===== config.mk =====
export PLATFORM = sky130hd
export DESIGN_NAME = adc_command_sequencer
export DESIGN_NICKNAME = d
export VERILOG_FILES = /design/src/adc_seq_pkg.sv /design/src/byte_stream_if.sv /design/src/byte_buffer2.sv /design/src/config_regs.sv /design/src/adc_command_sequencer.sv
export SDC_FILE = /design/constraint.sdc
export NUM_CORES = 1
export LEC_CHECK = 0
export BUFFER_PORTS_ARGS = -buffer_cell sky130_fd_sc_hd__clkbuf_2
export CAP_MARGIN = 20
export CORE_ASPECT_RATIO = 0.8
export CORE_MARGIN = 2
export CORE_UTILIZATION = 40
export CTS_CLUSTER_SIZE = 40
export DETAILED_ROUTE_END_ITERATION = 8
export PLACE_DENSITY = 0.59
export SLEW_MARGIN = 0
export SYNTH_ARGS = -nofsm -noshare
export SYNTH_HDL_FRONTEND = slang
export SYNTH_SLANG_ARGS = --single-unit

===== constraint.sdc =====
create_clock -name clk_i -period 2.7 [get_ports clk_i]
set_input_delay 0.27 -clock clk_i [delete_from_list [all_inputs] [get_ports clk_i]]
set_output_delay 0.27 -clock clk_i [all_outputs]
set_load 0.02 [all_outputs]

===== src/adc_seq_pkg.sv =====
// shared constants, types and helpers for the converter command sequencer
// Notes on behaviour
// - byte 06h resets the device
// - 40h family byte plus data writes register
// - 2xh byte returns one configuration register
// - byte 08h starts conversions, continuous keeps going
// - ready output falls on new result
// - byte 10h returns latest result, three bytes
// - byte 02h stops conversions, enters sleep
// - selector 1110 shorts inputs to mid-supply
// - gains above 4 need the amplifier
// - gain selection includes setting of 32
// - bypass bit routes inputs around amplifier
package adc_seq_pkg;

  ////////////////////////////////////////////////////////////////////////////
  // command bytes
  localparam logic [7:0] CMD_RESET       = 8'h06;
  localparam logic [7:0] CMD_START       = 8'h08;
  localparam logic [7:0] CMD_SLEEP       = 8'h02;
  localparam logic [7:0] CMD_READ_DATA   = 8'h10;
  localparam logic [3:0] REG_WRITE_NIB   = 4'h4;
  localparam logic [3:0] REG_READ_NIB    = 4'h2;

  ////////////////////////////////////////////////////////////////////////////
  // configuration registers and fields
  localparam int         REG_COUNT       = 4;
  localparam logic [1:0] REG_CONFIG0     = 2'h0;
  localparam logic [1:0] REG_CONFIG1     = 2'h1;
  localparam logic [7:0] REG_RESET_VALUE = 8'h00;
  localparam int         SEL_MSB         = 7;
  localparam int         SEL_LSB         = 4;
  localparam int         GAIN_MSB        = 3;
  localparam int         GAIN_LSB        = 1;
  localparam int         BYPASS_BIT      = 0;
  localparam int         CONT_BIT        = 3;
  localparam logic [3:0] SEL_SHORTED     = 4'he;
  localparam logic [2:0] GAIN_CODE_4     = 3'h2;
  localparam logic [2:0] GAIN_CODE_32    = 3'h5;
  localparam logic [1:0] RESULT_BYTES    = 2'h3;

  ////////////////////////////////////////////////////////////////////////////
  // timing
  localparam int POWER_UP_TIME_US        = 500;
  localparam int CLK_FREQ_KHZ            = 10000;
  localparam int POWER_UP_CYCLES_DEFAULT = (POWER_UP_TIME_US * CLK_FREQ_KHZ + 999) / 1000;

  ////////////////////////////////////////////////////////////////////////////
  // sequencer states
  typedef enum logic [1:0] {
    ST_BOOT  = 2'b00,
    ST_IDLE  = 2'b01,
    ST_WDATA = 2'b10,
    ST_SEND  = 2'b11
  } seq_state_type;

  // register index carried in bits 3:2 of a register command
  function automatic logic [1:0] cmd_reg_index(input logic [7:0] cmd);
    return cmd[3:2];
  endfunction : cmd_reg_index

endpackage : adc_seq_pkg


===== src/byte_stream_if.sv =====
// valid/ready byte stream between sequencer parts
`timescale 1ns/100ps
interface byte_stream_if;
  logic [7:0] data;
  logic       valid;
  logic       ready;
  modport source (output data, output valid, input ready);
  modport sink   (input data, input valid, output ready);
endinterface : byte_stream_if


===== src/byte_buffer2.sv =====
// two-entry byte buffer with valid/ready on both sides
`timescale 1ns/100ps
module byte_buffer2
  import adc_seq_pkg::*;
(
  input  wire logic      clk_i,
  input  wire logic      sys_rst_i,
  byte_stream_if.sink    in_s,
  byte_stream_if.source  out_s
);

  typedef struct packed {
    logic [1:0][7:0] mem;
    logic            wr_ptr;
    logic            rd_ptr;
    logic [1:0]      count;
  } buf_state_type;

  buf_state_type q;
  buf_state_type d;
  logic          push;
  logic          pop;

  assign in_s.ready  = (q.count != 2'h2);
  assign out_s.valid = (q.count != 2'h0);
  assign out_s.data  = q.mem[q.rd_ptr];
  assign push        = in_s.valid && in_s.ready;
  assign pop         = out_s.valid && out_s.ready;

  always_comb begin
    d = q;
    if (push) begin
      d.mem[q.wr_ptr] = in_s.data;
      d.wr_ptr        = ~q.wr_ptr;
    end
    if (pop) begin
      d.rd_ptr = ~q.rd_ptr;
    end
    if (push && !pop) begin
      d.count = q.count + 2'h1;
    end else if (pop && !push) begin
      d.count = q.count - 2'h1;
    end
  end

  always_ff @(posedge clk_i) begin
    if (sys_rst_i) begin
      q <= '0;
    end else begin
      q <= d;
    end
  end

endmodule : byte_buffer2


===== src/config_regs.sv =====
// configuration register file of four bytes
`timescale 1ns/100ps
module config_regs
  import adc_seq_pkg::*;
(
  input  wire logic                           clk_i,
  input  wire logic                           sys_rst_i,
  input  wire logic                           clear_i,
  input  wire logic                           wr_en_i,
  input  wire logic [1:0]                     wr_idx_i,
  input  wire logic [7:0]                     wr_data_i,
  input  wire logic [1:0]                     rd_idx_i,
  output logic      [7:0]                     rd_data_o,
  output logic      [REG_COUNT-1:0][7:0]      regs_o
);

  typedef struct packed {
    logic [REG_COUNT-1:0][7:0] regs;
  } regs_state_type;

  regs_state_type q;
  regs_state_type d;

  assign rd_data_o = q.regs[rd_idx_i];
  assign regs_o    = q.regs;

  always_comb begin
    d = q;
    if (clear_i) begin
      d.regs = {REG_COUNT{REG_RESET_VALUE}};
    end else if (wr_en_i) begin
      d.regs[wr_idx_i] = wr_data_i;
    end
  end

  always_ff @(posedge clk_i) begin
    if (sys_rst_i) begin
      q <= {REG_COUNT{REG_RESET_VALUE}};
    end else begin
      q <= d;
    end
  end

endmodule : config_regs


===== src/adc_command_sequencer.sv =====
// command interpreter of the converter: decode, config, result hand-out
`timescale 1ns/100ps
module adc_command_sequencer
  import adc_seq_pkg::*;
#(
  parameter int unsigned POWER_UP_CYCLES = POWER_UP_CYCLES_DEFAULT
)
(
  input  wire logic                      clk_i,
  input  wire logic                      sys_rst_i,
  input  wire logic [7:0]                cmd_data_i,
  input  wire logic                      cmd_valid_i,
  output logic                           cmd_ready_o,
  output logic      [7:0]                rsp_data_o,
  output logic                           rsp_valid_o,
  input  wire logic                      rsp_ready_i,
  input  wire logic [23:0]               conv_result_i,
  input  wire logic                      conv_done_i,
  output logic                           conv_run_o,
  output logic                           conv_start_o,
  output logic                           power_down_o,
  output logic                           result_ready_n_o,
  output logic      [3:0]                input_selector_o,
  output logic                           inputs_shorted_o,
  output logic                           amp_bypass_o,
  output logic      [2:0]                gain_code_o,
  output logic      [REG_COUNT-1:0][7:0] config_o
);

  ////////////////////////////////////////////////////////////////////////////
  // state

  typedef struct packed {
    seq_state_type state;
    logic [12:0]   boot_cnt;
    logic [1:0]    widx;
    logic [23:0]   latest;
    logic [23:0]   shift;
    logic [1:0]    left;
    logic          run;
    logic          start_pulse;
    logic          pdown;
    logic          rdy_n;
    logic [3:0]    sel;
    logic          shorted;
    logic          bypass;
    logic [2:0]    gain;
    logic [REG_COUNT-1:0][7:0] cfg;
  } seq_state_struct_type;

  localparam logic [12:0] BOOT_LAST = 13'(POWER_UP_CYCLES - 1);

  seq_state_struct_type      q;
  seq_state_struct_type      d;
  logic                      cmd_take;
  logic                      reg_clear;
  logic                      reg_wr_en;
  logic [1:0]                reg_rd_idx;
  logic [7:0]                reg_rd_data;
  logic [REG_COUNT-1:0][7:0] regs_all;
  logic [2:0]                gain_field;
  logic                      bypass_field;

  byte_stream_if push_if ();
  byte_stream_if pop_if ();

  ////////////////////////////////////////////////////////////////////////////
  // parts

  config_regs config_regs_inst (
    .clk_i     (clk_i),
    .sys_rst_i (sys_rst_i),
    .clear_i   (reg_clear),
    .wr_en_i   (reg_wr_en),
    .wr_idx_i  (q.widx),
    .wr_data_i (cmd_data_i),
    .rd_idx_i  (reg_rd_idx),
    .rd_data_o (reg_rd_data),
    .regs_o    (regs_all)
  );

  byte_buffer2 byte_buffer2_inst (
    .clk_i     (clk_i),
    .sys_rst_i (sys_rst_i),
    .in_s      (push_if.sink),
    .out_s     (pop_if.source)
  );

  ////////////////////////////////////////////////////////////////////////////
  // ports

  // commands held off until power-up wait ends
  assign cmd_ready_o      = (q.state == ST_IDLE) || (q.state == ST_WDATA);
  assign cmd_take         = cmd_valid_i && cmd_ready_o;
  assign reg_rd_idx       = cmd_reg_index(cmd_data_i);

  assign push_if.valid    = (q.state == ST_SEND);
  assign push_if.data     = q.shift[23:16];
  assign pop_if.ready     = rsp_ready_i;
  assign rsp_data_o       = pop_if.data;
  assign rsp_valid_o      = pop_if.valid;

  assign conv_run_o       = q.run;
  assign conv_start_o     = q.start_pulse;
  assign power_down_o     = q.pdown;
  assign result_ready_n_o = q.rdy_n;
  assign input_selector_o = q.sel;
  assign inputs_shorted_o = q.shorted;
  assign amp_bypass_o     = q.bypass;
  assign gain_code_o      = q.gain;
  assign config_o         = q.cfg;

  assign gain_field       = regs_all[REG_CONFIG0][GAIN_MSB:GAIN_LSB];
  assign bypass_field     = regs_all[REG_CONFIG0][BYPASS_BIT];

  ////////////////////////////////////////////////////////////////////////////
  // next state

  always_comb begin
    d             = q;
    d.start_pulse = 1'b0;
    reg_clear     = 1'b0;
    reg_wr_en     = 1'b0;

    unique case (q.state)
      ST_BOOT: begin
        if (q.boot_cnt == BOOT_LAST) begin
          d.state = ST_IDLE;
        end else begin
          d.boot_cnt = q.boot_cnt + 13'h1;
        end
      end

      ST_IDLE: begin
        if (cmd_take) begin
          if (cmd_data_i == CMD_RESET) begin
            reg_clear = 1'b1;
            d.run     = 1'b0;
            d.pdown   = 1'b0;
            d.rdy_n   = 1'b1;
            d.latest  = '0;
          end else if (cmd_data_i == CMD_START) begin
            d.run         = 1'b1;
            d.pdown       = 1'b0;
            d.start_pulse = 1'b1;
          end else if (cmd_data_i == CMD_SLEEP) begin
            d.run   = 1'b0;
            d.pdown = 1'b1;
          end else if (cmd_data_i == CMD_READ_DATA) begin
            d.shift = q.latest;
            d.left  = RESULT_BYTES;
            d.rdy_n = 1'b1;
            d.state = ST_SEND;
          end else if (cmd_data_i[7:4] == REG_WRITE_NIB) begin
            d.widx  = cmd_reg_index(cmd_data_i);
            d.state = ST_WDATA;
          end else if (cmd_data_i[7:4] == REG_READ_NIB) begin
            d.shift = {reg_rd_data, 16'h0000};
            d.left  = 2'h1;
            d.state = ST_SEND;
          end
        end
      end

      ST_WDATA: begin
        if (cmd_take) begin
          reg_wr_en = 1'b1;
          d.state   = ST_IDLE;
        end
      end

      ST_SEND: begin
        if (push_if.ready) begin
          d.shift = {q.shift[15:0], 8'h00};
          d.left  = q.left - 2'h1;
          if (q.left == 2'h1) begin
            d.state = ST_IDLE;
          end
        end
      end
    endcase

    // new result pulls ready low, wins over the read clear
    if (conv_done_i && q.run) begin
      d.latest = conv_result_i;
      d.rdy_n  = 1'b0;
      if (!regs_all[REG_CONFIG1][CONT_BIT]) begin
        d.run = 1'b0;
      end
    end

    d.sel = regs_all[REG_CONFIG0][SEL_MSB:SEL_LSB];
    d.shorted = (regs_all[REG_CONFIG0][SEL_MSB:SEL_LSB] == SEL_SHORTED);
    d.bypass = bypass_field;
    // bypassed amplifier limits gain to 4
    if (bypass_field && (gain_field > GAIN_CODE_4)) begin
      d.gain = GAIN_CODE_4;
    end else begin
      // codes up to 32 and beyond pass with amplifier on
      d.gain = gain_field;
    end
    d.cfg = regs_all;
  end

  ////////////////////////////////////////////////////////////////////////////
  // registers

  always_ff @(posedge clk_i) begin
    if (sys_rst_i) begin
      q       <= '0;
      q.state <= ST_BOOT;
      q.rdy_n <= 1'b1;
    end else begin
      q <= d;
    end
  end

endmodule : adc_command_sequencer


Yosys cells after proc, flatten, opt, wreduce, memory -nomap -nowiden. Index checks and enable logic that the tools add are counted.

Register bits: 164.

Magnitude comparators: 7. Add/subtract/negate cells: 4. Multiplexer cells: 57. Bitwise gates (word level): 9. Eq/ne operators: 26. Reduce and logical (&&, ||, !) cells: 31.

Operators by type and width (count): 2-to-1 mux 26 bit (7); 2-to-1 mux 24 bit (3); 2-to-1 mux 54 bit (1); one-hot mux 26 bit (2 select lines) (1); 2-to-1 mux 8 bit (5); bitwise mux 32 bit (1); 2-to-1 mux 2 bit (15); 2-to-1 mux 1 bit (18); inequality test 2 bit, second input constant (9); binary-select mux 8 bit (select 2 bit) (1); bitwise mux 16 bit (1); demux 8 bit (select 2 bit) (1); adder 13 x 1 -> 13 bit, second input constant (1); equality test 13 bit, second input constant (1); nonzero test 2 bit (6); logical AND 1 bit (9); inverter 1 bit (9); AND reduction 9 bit (1); demux 8 bit (select 1 bit) (1); equality test 8 x 2 -> 1 bit, second input constant (1); equality test 8 x 3 -> 1 bit, second input constant (1); equality test 8 x 4 -> 1 bit, second input constant (1); equality test 8 x 5 -> 1 bit, second input constant (1); one-hot mux 2 bit (4 select lines) (1); other kinds (28) (38).

Logic depth before layout (Yosys ltp). Gate-level depths: netlist of run 1.

Depth after elaboration: 12. Gate-level depth with buffers: 10. Depth with buffers taken out: 7.

By module. A second synthesis of run 1 with hierarchy kept.

Cells, all modules: 694. Area total of the unflattened synthesis: 6995.5 µm².

By module, submodules not included: adc_command_sequencer (times used 1, cells each 462, area an instance 4444.3 µm²); config_regs (times used 1, cells each 130, area an instance 1589.0 µm²); byte_buffer2 (times used 1, cells each 102, area an instance 962.2 µm²).

Worst setup path after synthesis of run 1. No wires, ideal clock.

Kind: register to register. From: register q[110] in the netlist's numbering. To: register config_regs_inst.q (netlist bit config_regs_inst.regs_o[0]). Slack: 396 ps. Buffers on the path: 3. Clock period less this slack: 2304 ps. Required time: 2572 ps. Stages on the path, launching flop included: 10. Arrival time: 2176 ps. Path through: dfxtp_1 -> inv_1 -> ha_1 -> and2_1 -> clkbuf_1 -> nor2b_1 -> a41o_1 -> clkbuf_1 -> clkbuf_1 -> nor2_1.

Word-level cells in the longest chain between the ends: 6. Elaborated cells on any way between the ends: 9.

RTL lines: from (decl) (RTL line adc_command_sequencer.sv:53) `seq_state_struct_type q;`; equality test 2 x 1 -> 1 bit or equality test 2 bit (tied branches) (RTL line adc_command_sequencer.sv:93) `assign cmd_ready_o = (q.state == ST_IDLE) || (q.state == ST_WDATA);`; logical OR 1 bit (*) (RTL line adc_command_sequencer.sv:93); net cmd_ready_o (RTL line adc_command_sequencer.sv:13) `output logic cmd_ready_o,`; logical AND 1 bit (*) (RTL line adc_command_sequencer.sv:94) `assign cmd_take = cmd_valid_i && cmd_ready_o;`; 2-to-1 mux 1 bit (RTL line adc_command_sequencer.sv:135) `if (cmd_take) begin`; 2-to-1 mux 1 bit (RTL line adc_command_sequencer.sv:125) `unique case (q.state)`; OR reduction 2 bit (no source line); to (signal assigned) (RTL line config_regs.sv:38) `q <= {REG_COUNT{REG_RESET_VALUE}};`; to (decl) (RTL line config_regs.sv:21) `regs_state_type q;`.

Mark *: on every way through the listed nets, which the timed path passes. The rest lies on a longest branch. A chain may end at the register's enable or synchronous reset.

Worst setup path after layout of run 1.
From: register q[110] in the netlist's numbering. To: register config_regs_inst.q (netlist bit config_regs_inst.regs_o[31]).

Word-level cells in the longest chain between the ends: 6. Elaborated cells on any way between the ends: 9.

RTL lines (RTL line): equality test 2 x 1 -> 1 bit or equality test 2 bit (tied branches) (adc_command_sequencer.sv:93, adc_command_sequencer.sv:125); logical OR 1 bit (adc_command_sequencer.sv:93); logical AND 1 bit (adc_command_sequencer.sv:94); 2-to-1 mux 1 bit (adc_command_sequencer.sv:135); 2-to-1 mux 1 bit (adc_command_sequencer.sv:125); OR reduction 2 bit (no source line).

Several ways; a longest one is shown, not always the timed one.

==> results of run 1 <==
Yosys cell counts (all sizes together), types with 2 or more instances:
cell / count
o21ai: 14
nor3: 12
inv: 12
a221oi: 8
xnor2: 10
mux2: 8
ha: 7
nor4b: 2
and2: 5
mux4: 8
a22oi: 24
dfxtp: 159
xor2: 5
buf: 52
nand2: 34
clkbuf: 35
a211oi: 11
or3: 5
nor2b: 34
nand2b: 4
nand3: 23
nor2: 98
a21oi: 34
or2: 2
nand4: 2
and3: 2
nor4: 6
a222oi: 8
a2bb2oi: 2
o21bai: 2
mux2i: 35
logic make-up (layout without fill, tap and decap cells):
kind of cell	count (synthesis)	after routing	share of synthesized area, %
xor+xnor	15	15	2.01
mux	51	51	9.50
flops	159	159	48.7
fa+ha+maj	7	7	1.34
simple gates	234	234	17.3
buf+inv	99	152	8.07
compound gates	120	120	13.0
cells in the final DEF (no fill, tap or decap), drive strengths merged, types with 2 or more instances in the layout:
cell	count
dfxtp	159
o21ai	14
clkinv	3
a22oi	24
nor2b	34
and3	2
mux2	8
mux4	8
a221oi	8
nand2b	4
nand4	2
nor2	98
o21bai	2
nand3	23
a222oi	8
nand2	34
nor4b	2
a211oi	11
inv	17
xor2	5
mux2i	35
clkbuf	109
or3	5
nor3	12
a2bb2oi	2
or2	2
xnor2	10
clkinvlp	4
nor4	6
and2	5
buf	18
a21oi	34
ha	7
metrics by stage:
step | area, µm² | utilization (%)
floorplan | 6530 | -
global placement | 6920 | 43.6
detailed placement | 6920 | 43.6
CTS | 7500 | 47.3
global route | 7500 | 47.3
finish | 7500 | 47.3
power groups by stage:
stage	Sequential (µW)	Clock, µW	Combinational (µW)
after CTS	2420	2400	368
after global routing	2420	2510	404
after floorplan	2450	0	266
after global placement	2470	0	353
final	2420	2350	366
after detailed placement	2470	0	367
final timing paths:
path	from	to	slack, ns	cells after the start
max	q[110]$_SDFFE_PP0P_	config_regs_inst.regs_o[31]$_SDFFE_PP0P_	0.42	7
max reg2reg	q[110]$_SDFFE_PP0P_	config_regs_inst.regs_o[31]$_SDFFE_PP0P_	0.42	7
min	conv_result_i[15]	q[86]$_SDFFE_PP0P_	0.09	3
min reg2reg	q[47]$_SDFFE_PP0P_	q[47]$_SDFFE_PP0P_	0.46	2
per-layer routing:
metal  vias up  wire, µm
li1       2442         -
met1      2335      7200
met2       120      6720
met3        18       780
met4         2       187
met5         -        12
cell type report:
cell class,instances,area [µm²],area share (%)
Clock inverter,13,129,1.72
Sequential cell,159,3180,42.4
Inverter,12,45.0,0.601
Clock buffer,19,453,6.04
Multi-Input combinational cell,427,2840,37.8
Tap cell,215,269,3.59
Timing Repair Buffer,108,586,7.81
critical path: stages, from the launching register on:
cell and delay, ns:
sky130_fd_sc_hd__dfxtp_1 0.39, sky130_fd_sc_hd__inv_1 0.09, sky130_fd_sc_hd__ha_1 0.33, sky130_fd_sc_hd__and2_1 0.29, sky130_fd_sc_hd__nor2b_1 0.39, sky130_fd_sc_hd__a41o_1 0.23, sky130_fd_sc_hd__buf_4 0.33, sky130_fd_sc_hd__nor2_1 0.10
registers in the layout (all words and copies together), names as in the netlist, 3 cells and up:
signal	count
q	59
config_o	28
config_regs_inst.regs_o	32
push_if.data	8
input_selector_o	4
gain_code_o	3
byte_buffer2_inst.q	20
==> qor.csv, run 1 <==
stage,metric,value,unit
global_routing,vias in the first global route,4776,
timing,"Hold Violations, Final",0,
die,placeable core area,15900,µm²
cts,number of buffers added by the clock tree synthesis step,17,
yosys,number of synthesized register bits,159,
global_routing,total overflow reported by the global router,0,
cts,clock latency at the later pin of the worst-skew pair,0.43,ns
timing,Final Skew,0.00561,ns
timing,slew at the pin closest to its max-slew limit,0.730,ns
yosys,cells taking the most area after synthesis,"sky130_fd_sc_hd__dfxtp_1 49%, sky130_fd_sc_hd__nor2_1 5.6%, sky130_fd_sc_hd__mux2i_1 5.4%",
global_routing,met1 capacity usage during global routing,23.7,%
timing,Tcrit/Tclk final,84.4,%
yosys,Yosys top cell by area,sky130_fd_sc_hd__dfxtp_1,
die,starting utilization of the core area,41.2,%
cts,post-CTS setup buffer count,0,
worst_hold_path,Tightest Hold Check Type,input pin to register,
placed_design,dpl hpwl,10500,µm
layout,number of nets in the layout,769,
timing,Final setup viols,0,
yosys,"Net Count, Synth",729,
power_and_ir_drop,register share of total power,47.1,%
die,Cell Rows,41,
timing,crit path time final,2.28,ns
layout,Layout Area Growth over Synthesis,14.8,%
power_and_ir_drop,Switching Share,24.8,%
cts,TritonCTS clock tree,done,
power_and_ir_drop,static power due to leakage,0.00294,µW
power_and_ir_drop,Sw Pwr,1280,µW
timing,Final Hold Slack,0.0918,ns
layout,count of antenna diodes in the layout,0,
worst_setup_path,critical path peak fanout,34,
global_routing,pin count of the biggest net entering global routing,70,
worst_setup_path,Worst setup SP type,register,
routing,vias,4917,
power_and_ir_drop,Max IR drop VDD,0.386,mV
layout,Fillers,1472,
routing,violation count after the first detailed-route iteration,362,
routing,number of routed nets with antenna violations,0,
cts,H-tree lvl count,4,
cts,clock transition time at the flip-flop clock pins of the worst setup and hold paths,0.07,ns
routing,mean number of vias per cell,5.16,
routing,number of search-and-repair iterations in the first detailed-routing pass,6,
die,full die area,17400,µm²
global_routing,met3 usage,5.33,%
die,Die Span X,147,µm
worst_setup_path,CP Class,register to register,
timing,final number of max-transition violations,0,
power_and_ir_drop,share of power burned in combinational logic,7.1,%
status,result of the run,"finished, final reports clean",
cts,hold buffer count at CTS,0,
yosys,ys async rst share,0,%
yosys,"Warnings, synthesis",0,
layout,share of final-layout standard cells stronger than drive strength 1,22.5,%
die,die height,118,µm
global_routing,met2 layer usage reported by global route,26.6,%
yosys,"Avg Cell Area, Syn",9.53,µm²
timing,unrepaired setup endpoints after global routing,no,
job,max cap viols,0,
placed_design,placer's final routability congestion estimate,0.794,
global_routing,global-route wire length before repair,24100,µm
timing,final sum of negative setup slack,0,ns
timing,min setup slack post-route,0.420,ns
routing,DRC errors left,0,
worst_setup_path,sort of element at the end of the critical path,register,
global_routing,initial antenna violation count,1,
yosys,portion of synthesized cell area occupied by the leading cell type,48.7,%
yosys,number of distinct standard cells referenced by the synthesized netlist,58,
placed_design,Placed Instances,921,
cts,post-cts sizing count,0,
global_routing,Total GRT Usage,17.5,%
yosys,"EDFF count, synth",0,
timing,fmax,0.439,GHz
placed_design,worst setup timing slack at the placement stage,0.429,ns
routing,"wirelength, routed",14900,µm
routing,final routed wire length divided by cell count,15.6,µm
cts,maximum buffer depth of the clock tree,2,
cts,clock sink total,159,
yosys,Post-Synthesis Cells,685,
yosys,post-synthesis sequential area ratio,48.7,%
global_routing,most utilized layer in the global route result,met2,
power_and_ir_drop,part of the power in the clock network,45.8,%
layout,post-layout instance count excluding filler cells,953,
yosys,"Top FF cell, synth",sky130_fd_sc_hd__dfxtp_1,
timing,headroom to the max-slew limit,50.9,%
power_and_ir_drop,internal cell power,3860,µW
power_and_ir_drop,Final Power,5140,µW
worst_setup_path,worst path required time,3.01,ns
cts,cell at the root of the clock tree,sky130_fd_sc_hd__clkbuf_16,
die,number of ports placed on the die boundary,92,
worst_setup_path,crit path DAT,2.59,ns
placed_design,buffers added on ports,91,
yosys,area of the mapped netlist,6530,µm²
power_and_ir_drop,Power per Cell Area,685,nW/µm²
Power figures use the tool's default switching activity.
==> inputs of run 2 (changes only) <==
==> constraint.sdc (replaced) <==
create_clock -name clk_i -period 2.15 [get_ports clk_i]
set_input_delay 0.215 -clock clk_i [delete_from_list [all_inputs] [get_ports clk_i]]
set_output_delay 0.215 -clock clk_i [all_outputs]
set_load 0.02 [all_outputs]
==> run 2 against run 1 <==
Net effect: critical path depth decreased by 2; die area unchanged; register-to-register slack got worse by 0.33 ns; core utilization increased by 1.1 points; wire length increased by 1.7%; largest power group is now the clock network; clock-buffer cell count increased by 1; cell count increased by 0.84%; maximum frequency increased by 11%.
==> qor.csv, run 2 (same netlist as run 1, synthesis figures left out) <==
stage,metric,value,unit,change
die,starting utilization of the core area,41.2,%,unchanged
placed_design,buffers added on ports,91,,unchanged
timing,final sum of negative setup slack,0,ns,unchanged
worst_setup_path,sort of element at the end of the critical path,register,,
placed_design,dpl hpwl,10500,µm,+0.22%
timing,Final Hold Slack,0.0379,ns,-0.0538 ns
layout,area of the multi-input gates,2860,µm²,+0.93%
routing,M1 WL,7520,µm,+4.4%
layout,post-layout instance count excluding filler cells,961,,+0.84%
worst_setup_path,startpoint of the lowest-slack register-to-register path,q[107]$_SDFFE_PP0P_,,
worst_hold_path,worst hold start,conv_result_i[14],,
power_and_ir_drop,static power due to leakage,0.00301,µW,+2.3%
layout,"commonest non-fill, non-tap cell in the layout",sky130_fd_sc_hd__dfxtp_1,,
worst_setup_path,crit path buf inv count,0,,-2
layout,Fillers,1489,,+1.2%
die,Cell Rows,41,,unchanged
layout,number of flip-flops under the largest register name,59,,unchanged
power_and_ir_drop,Max IR drop VDD,0.528,mV,+37%
power_and_ir_drop,internal cell power,5100,µW,+32%
power_and_ir_drop,register share of total power,45.7,%,-1.4 points
cts,post-CTS setup buffer count,0,,unchanged
power_and_ir_drop,Switching Share,23.2,%,-1.6 points
global_routing,initial antenna violation count,0,,-1
routing,number of search-and-repair iterations in the first detailed-routing pass,6,,unchanged
die,die height,118,µm,unchanged
status,result of the run,"finished, final reports clean",,
worst_setup_path,CP Class,register to register,,
die,Die Span X,147,µm,unchanged
power_and_ir_drop,part of the power in the clock network,46.7,%,+0.9 points
worst_setup_path,crit path DAT,2.41,ns,-0.18 ns
global_routing,pin count of the biggest net entering global routing,53,,-24%
worst_setup_path,Worst setup SP type,register,,
global_routing,total overflow reported by the global router,0,,unchanged
die,number of ports placed on the die boundary,92,,unchanged
routing,highest signal layer in the routed design,met4,,
cts,TritonCTS clock tree,done,,
worst_setup_path,cell with the largest stage delay on the worst path,sky130_fd_sc_hd__or4_4,,
worst_setup_path,Top Family by Delay on Critical Path,compound AO/OA/AOI/OAI gates,,
layout,finished layout cell area,7680,µm²,+2.4%
power_and_ir_drop,share of power burned in combinational logic,7.6,%,+0.5 points
layout,storage element area,3180,µm²,unchanged
timing,Final Skew,0.00695,ns,+0.00134 ns
cts,H-tree lvl count,4,,unchanged
routing,violation count after the first detailed-route iteration,411,,+14%
layout,Layout Area Growth over Synthesis,17.5,%,
routing,vias,4862,,-1.1%
cts,clock sink total,159,,unchanged
routing,met2 wire length,6640,µm,-1.2%
worst_hold_path,Tightest Hold Check Type,input pin to register,,
cts,cell at the root of the clock tree,sky130_fd_sc_hd__clkbuf_16,,
routing,mean number of vias per cell,5.06,,-1.9%
layout,largest register by flop count,q,,
routing,met3 WL,832,µm,+6.7%
routing,"wirelength, routed",15200,µm,+1.7%
layout,most used cells in the layout excluding fill and tap cells,"159 x sky130_fd_sc_hd__dfxtp_1, 97 x sky130_fd_sc_hd__nor2_1, 90 x sky130_fd_sc_hd__clkbuf_2",,
die,full die area,17400,µm²,unchanged
routing,final routed wire length divided by cell count,15.8,µm,+0.90%
cts,hold buffer count at CTS,0,,unchanged
timing,unrepaired setup endpoints after global routing,no,,
placed_design,worst setup timing slack at the placement stage,-0.164,ns,-0.593 ns
global_routing,global-route wire length before repair,25000,µm,+3.6%
placed_design,placer's final routability congestion estimate,0.792,,-0.31%
timing,"Hold Violations, Final",0,,unchanged
layout,number of nets in the layout,778,,+1.2%
timing,slew at the pin closest to its max-slew limit,0.573,ns,-0.157 ns
placed_design,Placed Instances,930,,+0.98%
cts,clock transition time at the flip-flop clock pins of the worst setup and hold paths,0.06,ns,about the same
timing,Final setup viols,0,,unchanged
job,max cap viols,0,,unchanged
worst_setup_path,CP Launch Point,q[107]$_SDFFE_PP0P_,,
worst_setup_path,critical path peak fanout,3,,-91%
layout,share of final-layout standard cells stronger than drive strength 1,24.0,%,+1.5 points
power_and_ir_drop,Sw Pwr,1540,µW,+21%
placed_design,post-placement cell area,7040,µm²,+1.8%
worst_setup_path,worst path required time,2.50,ns,-0.51 ns
timing,Tcrit/Tclk final,95.6,%,+11 points
timing,headroom to the max-slew limit,61.7,%,+11 points
die,placeable core area,15900,µm²,unchanged
power_and_ir_drop,Power per Cell Area,865,nW/µm²,+26%
cts,maximum buffer depth of the clock tree,2,,unchanged
cts,clock latency at the later pin of the worst-skew pair,0.43,ns,about the same
routing,number of routed nets with antenna violations,0,,unchanged
timing,final number of max-transition violations,0,,unchanged
layout,count of antenna diodes in the layout,0,,unchanged
cts,number of buffers added by the clock tree synthesis step,17,,unchanged
timing,min setup slack post-route,0.0945,ns,-0.326 ns
routing,DRC errors left,0,,unchanged
worst_setup_path,cells along the critical path,or4_4 > o31a_1 > a2111oi_4 > a21boi_2 > mux2i_1,,
timing,fmax,0.486,GHz,+11%
global_routing,vias in the first global route,4727,,-1.0%
worst_setup_path,delay of the slowest cell on the worst path,0.55,ns,+0.16 ns
timing,crit path time final,2.06,ns,-0.224 ns
global_routing,Total GRT Usage,18.2,%,+0.68 points
-- run 2: power groups by stage --
stage                     clock network (µW)  registers, µW  logic [µW]
after detailed placement                   0           3100         500
final                                   3100           3040         506
after global routing                    3290           3040         557
after global placement                     0           3100         484
after floorplan                            0           3080         338
after CTS                               3150           3040         505
-- run 2: worst reg2reg max path: stages (launching register included) --
cell	delay (ns)
sky130_fd_sc_hd__dfxtp_1	0.33
sky130_fd_sc_hd__or4_4	0.55
sky130_fd_sc_hd__o31a_1	0.31
sky130_fd_sc_hd__a2111oi_4	0.35
sky130_fd_sc_hd__a21boi_2	0.24
sky130_fd_sc_hd__mux2i_1	0.20
-- run 2: layout make-up --
cell class                      count  share of cell area (%)
Multi-Input combinational cell    427                    37.3
Clock buffer                       20                    5.95
Inverter                           12                   0.587
Timing Repair Buffer              117                    9.21
Clock inverter                     11                    2.00
Tap cell                          215                    3.50
Sequential cell                   159                    41.5
-- run 2: final timing paths --
| path | slack (ns) | cells past startpoint | end |
|---|---|---|---|
| worst min register to register | 0.45 | 2 | q[51]$_SDFFE_PP0P_ |
| worst max register to register | 0.09 | 5 | q[111]$_SDFFE_PP0P_ |
| worst min-delay path | 0.04 | 3 | q[85]$_SDFFE_PP0P_ |
| worst max-delay path | 0.09 | 5 | q[111]$_SDFFE_PP0P_ |
-- run 2: per-stage QoR --
step,util (%),total power [µW]
6_report,48.4,6640
3_5_place_dp,44.4,3600
2_1_floorplan,-,3420
4_1_cts,48.3,6690
3_3_place_gp,44.4,3580
5_1_grt,48.4,6890
-- run 2: repair_timing --
action	4_1_cts	5_1_grt
setup endpoints to repair	8	85
gates resized for setup	1	6
pin swaps	0	1
-- run 2: per-layer routing --
metal | vias up | global-route usage [%]
met3 | 12 | 5.56
li1 | 2452 | -
met1 | 2285 | 25.8
met2 | 113 | 26.8
met4 | 0 | 4.85
met5 | - | 0
==> inputs of run 3 (changes only) <==
--- a/config.mk
+++ b/config.mk
@@ -9,10 +9,10 @@
 export CAP_MARGIN = 20
 export CORE_ASPECT_RATIO = 0.8
 export CORE_MARGIN = 2
-export CORE_UTILIZATION = 40
+export CORE_UTILIZATION = 57
 export CTS_CLUSTER_SIZE = 40
 export DETAILED_ROUTE_END_ITERATION = 8
-export PLACE_DENSITY = 0.59
+export PLACE_DENSITY = 0.79
 export SLEW_MARGIN = 0
 export SYNTH_ARGS = -nofsm -noshare
 export SYNTH_HDL_FRONTEND = slang
==> run 3 against run 2 <==
Net effect: cell area shrank 1.1%; maximum frequency grew 0.51%; critical path type unchanged; register-to-register slack is essentially flat; total power shrank 0.70%; via count grew 6.2%; first-iteration DRC count grew 1.7%; hold slack gained 0.0050 ns.
==> qor.csv, run 3 (same netlist as run 1, synthesis figures left out) <==
stage,metric,value,unit,change
status,result of the run,"finished, final reports clean",,
timing,Final Skew,0.0103,ns,+0.00332 ns
layout,number of flip-flops under the largest register name,59,,unchanged
timing,Final setup viols,0,,unchanged
timing,final sum of negative setup slack,0,ns,unchanged
worst_setup_path,CP Launch Point,q[111]$_SDFFE_PP0P_,,
power_and_ir_drop,Switching Share,23.1,%,-0.17 points
die,die height,99.7,µm,-16%
worst_setup_path,startpoint of the lowest-slack register-to-register path,q[111]$_SDFFE_PP0P_,,
routing,vias,5164,,+6.2%
timing,crit path time final,2.05,ns,-0.0105 ns
global_routing,total overflow reported by the global router,0,,unchanged
power_and_ir_drop,Power per Cell Area,869,nW/µm²,+0.44%
cts,H-tree lvl count,4,,unchanged
routing,final routed wire length divided by cell count,17.2,µm,+9.2%
timing,Tcrit/Tclk final,95.1,%,-0.49 points
layout,Layout Area Growth over Synthesis,16.2,%,
die,Die Span X,124,µm,-16%
routing,number of search-and-repair iterations in the first detailed-routing pass,5,,-1
timing,min setup slack post-route,0.105,ns,+0.0105 ns
worst_hold_path,worst hold start,conv_result_i[6],,
global_routing,Total GRT Usage,25.2,%,+7.0 points
timing,headroom to the max-slew limit,58.7,%,-3.0 points
power_and_ir_drop,internal cell power,5080,µW,-0.48%
worst_setup_path,CP Class,register to register,,
power_and_ir_drop,static power due to leakage,0.00302,µW,+0.53%
power_and_ir_drop,Sw Pwr,1520,µW,-1.4%
worst_setup_path,critical path peak fanout,24,,+21
cts,clock sink total,159,,unchanged
layout,"commonest non-fill, non-tap cell in the layout",sky130_fd_sc_hd__dfxtp_1,,
layout,post-layout instance count excluding filler cells,892,,-7.2%
worst_setup_path,Worst setup SP type,register,,
cts,cell at the root of the clock tree,sky130_fd_sc_hd__clkbuf_16,,
power_and_ir_drop,share of power burned in combinational logic,7.7,%,about the same
cts,maximum buffer depth of the clock tree,2,,unchanged
routing,DRC errors left,0,,unchanged
power_and_ir_drop,part of the power in the clock network,46.3,%,-0.4 points
worst_setup_path,crit path DAT,2.35,ns,-0.06 ns
placed_design,buffers added on ports,91,,unchanged
global_routing,initial antenna violation count,0,,unchanged
placed_design,placer's final routability congestion estimate,0.839,,+5.9%
placed_design,post-placement cell area,6960,µm²,-1.2%
layout,most used cells in the layout excluding fill and tap cells,"159 x sky130_fd_sc_hd__dfxtp_1, 97 x sky130_fd_sc_hd__nor2_1, 90 x sky130_fd_sc_hd__clkbuf_2",,
layout,number of nets in the layout,780,,+0.26%
layout,count of antenna diodes in the layout,0,,unchanged
layout,area of the multi-input gates,2860,µm²,unchanged
routing,number of routed nets with antenna violations,0,,unchanged
worst_hold_path,Tightest Hold Check Type,input pin to register,,
power_and_ir_drop,Max IR drop VDD,0.628,mV,+19%
die,number of ports placed on the die boundary,92,,unchanged
timing,fmax,0.489,GHz,+0.51%
layout,largest register by flop count,q,,
placed_design,worst setup timing slack at the placement stage,-0.144,ns,+0.0197 ns
routing,violation count after the first detailed-route iteration,418,,+1.7%
layout,finished layout cell area,7590,µm²,-1.1%
layout,storage element area,3180,µm²,unchanged
layout,Fillers,846,,-43%
job,max cap viols,0,,unchanged
die,Cell Rows,34,,-17%
cts,number of buffers added by the clock tree synthesis step,17,,unchanged
worst_setup_path,worst path required time,2.46,ns,-0.04 ns
timing,final number of max-transition violations,0,,unchanged
power_and_ir_drop,register share of total power,46.0,%,+0.3 points
routing,"wirelength, routed",15400,µm,+1.4%
layout,share of final-layout standard cells stronger than drive strength 1,24.1,%,+0.070 points
placed_design,Placed Instances,860,,-7.5%
timing,slew at the pin closest to its max-slew limit,0.618,ns,+0.0442 ns
cts,clock latency at the later pin of the worst-skew pair,0.42,ns,about the same
timing,"Hold Violations, Final",0,,unchanged
global_routing,vias in the first global route,4899,,+3.6%
die,full die area,12300,µm²,-29%
die,placeable core area,11000,µm²,-30%
cts,TritonCTS clock tree,done,,
global_routing,pin count of the biggest net entering global routing,50,,-5.7%
cts,hold buffer count at CTS,0,,unchanged
routing,mean number of vias per cell,5.79,,+14%
layout,share of the core filled with cells,68.9,%,+20 points
cts,clock transition time at the flip-flop clock pins of the worst setup and hold paths,0.06,ns,about the same
global_routing,global-route wire length before repair,24200,µm,-3.2%
die,starting utilization of the core area,59.3,%,+18 points
placed_design,dpl hpwl,10100,µm,-3.3%
worst_setup_path,sort of element at the end of the critical path,register,,
run 3: worst max-delay path: stages (launching register included):
cell and delay, ns:
sky130_fd_sc_hd__dfxtp_1 0.39, sky130_fd_sc_hd__inv_1 0.09, sky130_fd_sc_hd__ha_2 0.35, sky130_fd_sc_hd__and2_2 0.22, sky130_fd_sc_hd__nor2b_4 0.24, sky130_fd_sc_hd__a41oi_2 0.13, sky130_fd_sc_hd__buf_4 0.24, sky130_fd_sc_hd__a22oi_1 0.22
sky130_fd_sc_hd__nor2_1 0.06
run 3: stage by stage:
step | hold WS, ns | total power, µW
after floorplan | 0.298 | 3420
after CTS | 0.0408 | 6620
after global placement | 0.438 | 3570
after global routing | 0.0544 | 6810
after detailed placement | 0.445 | 3590
final | 0.0430 | 6600
run 3: cell type report:
type | instances | share of cell area, %
well taps | 144 | 2.37
repair buffers | 119 | 9.46
clock inverters | 11 | 2.03
flip-flops and latches | 159 | 41.9
clock buffers | 20 | 5.89
multi-input cells | 427 | 37.7
inverters | 12 | 0.594
run 3: per-layer routing:
| layer | part of all wire [%] | vias up | GRT usage (%) |
|---|---|---|---|
| li1 | - | 2453 | - |
| met1 | 43 | 2489 | 33.5 |
| met2 | 47 | 199 | 39.3 |
| met3 | 7.4 | 23 | 7.00 |
| met4 | 2.1 | 0 | 9.35 |
| met5 | 0 | - | 0 |
run 3: what timing repair did:
action                     4_1_cts  5_1_grt
setup endpoints to repair       11       41
pin swaps                        0        2
resized for setup                2        4
buffers inserted                 0        1
gates cloned                     0        0
run 3: power groups by stage:
stage	clock network (µW)	logic (µW)	registers, µW
2_1_floorplan	0	338	3080
3_3_place_gp	0	471	3100
3_5_place_dp	0	487	3100
4_1_cts	3090	495	3040
5_1_grt	3210	555	3040
6_report	3050	509	3040
run 3: final timing paths:
kind / end / depth (start not counted) / slack (ns)
setup / recovery: q[85]$_SDFFE_PP0P_ / 8 / 0.10
hold / removal: q[77]$_SDFFE_PP0P_ / 3 / 0.04
setup reg to reg: q[85]$_SDFFE_PP0P_ / 8 / 0.10
hold reg to reg: q[48]$_SDFFE_PP0P_ / 2 / 0.45
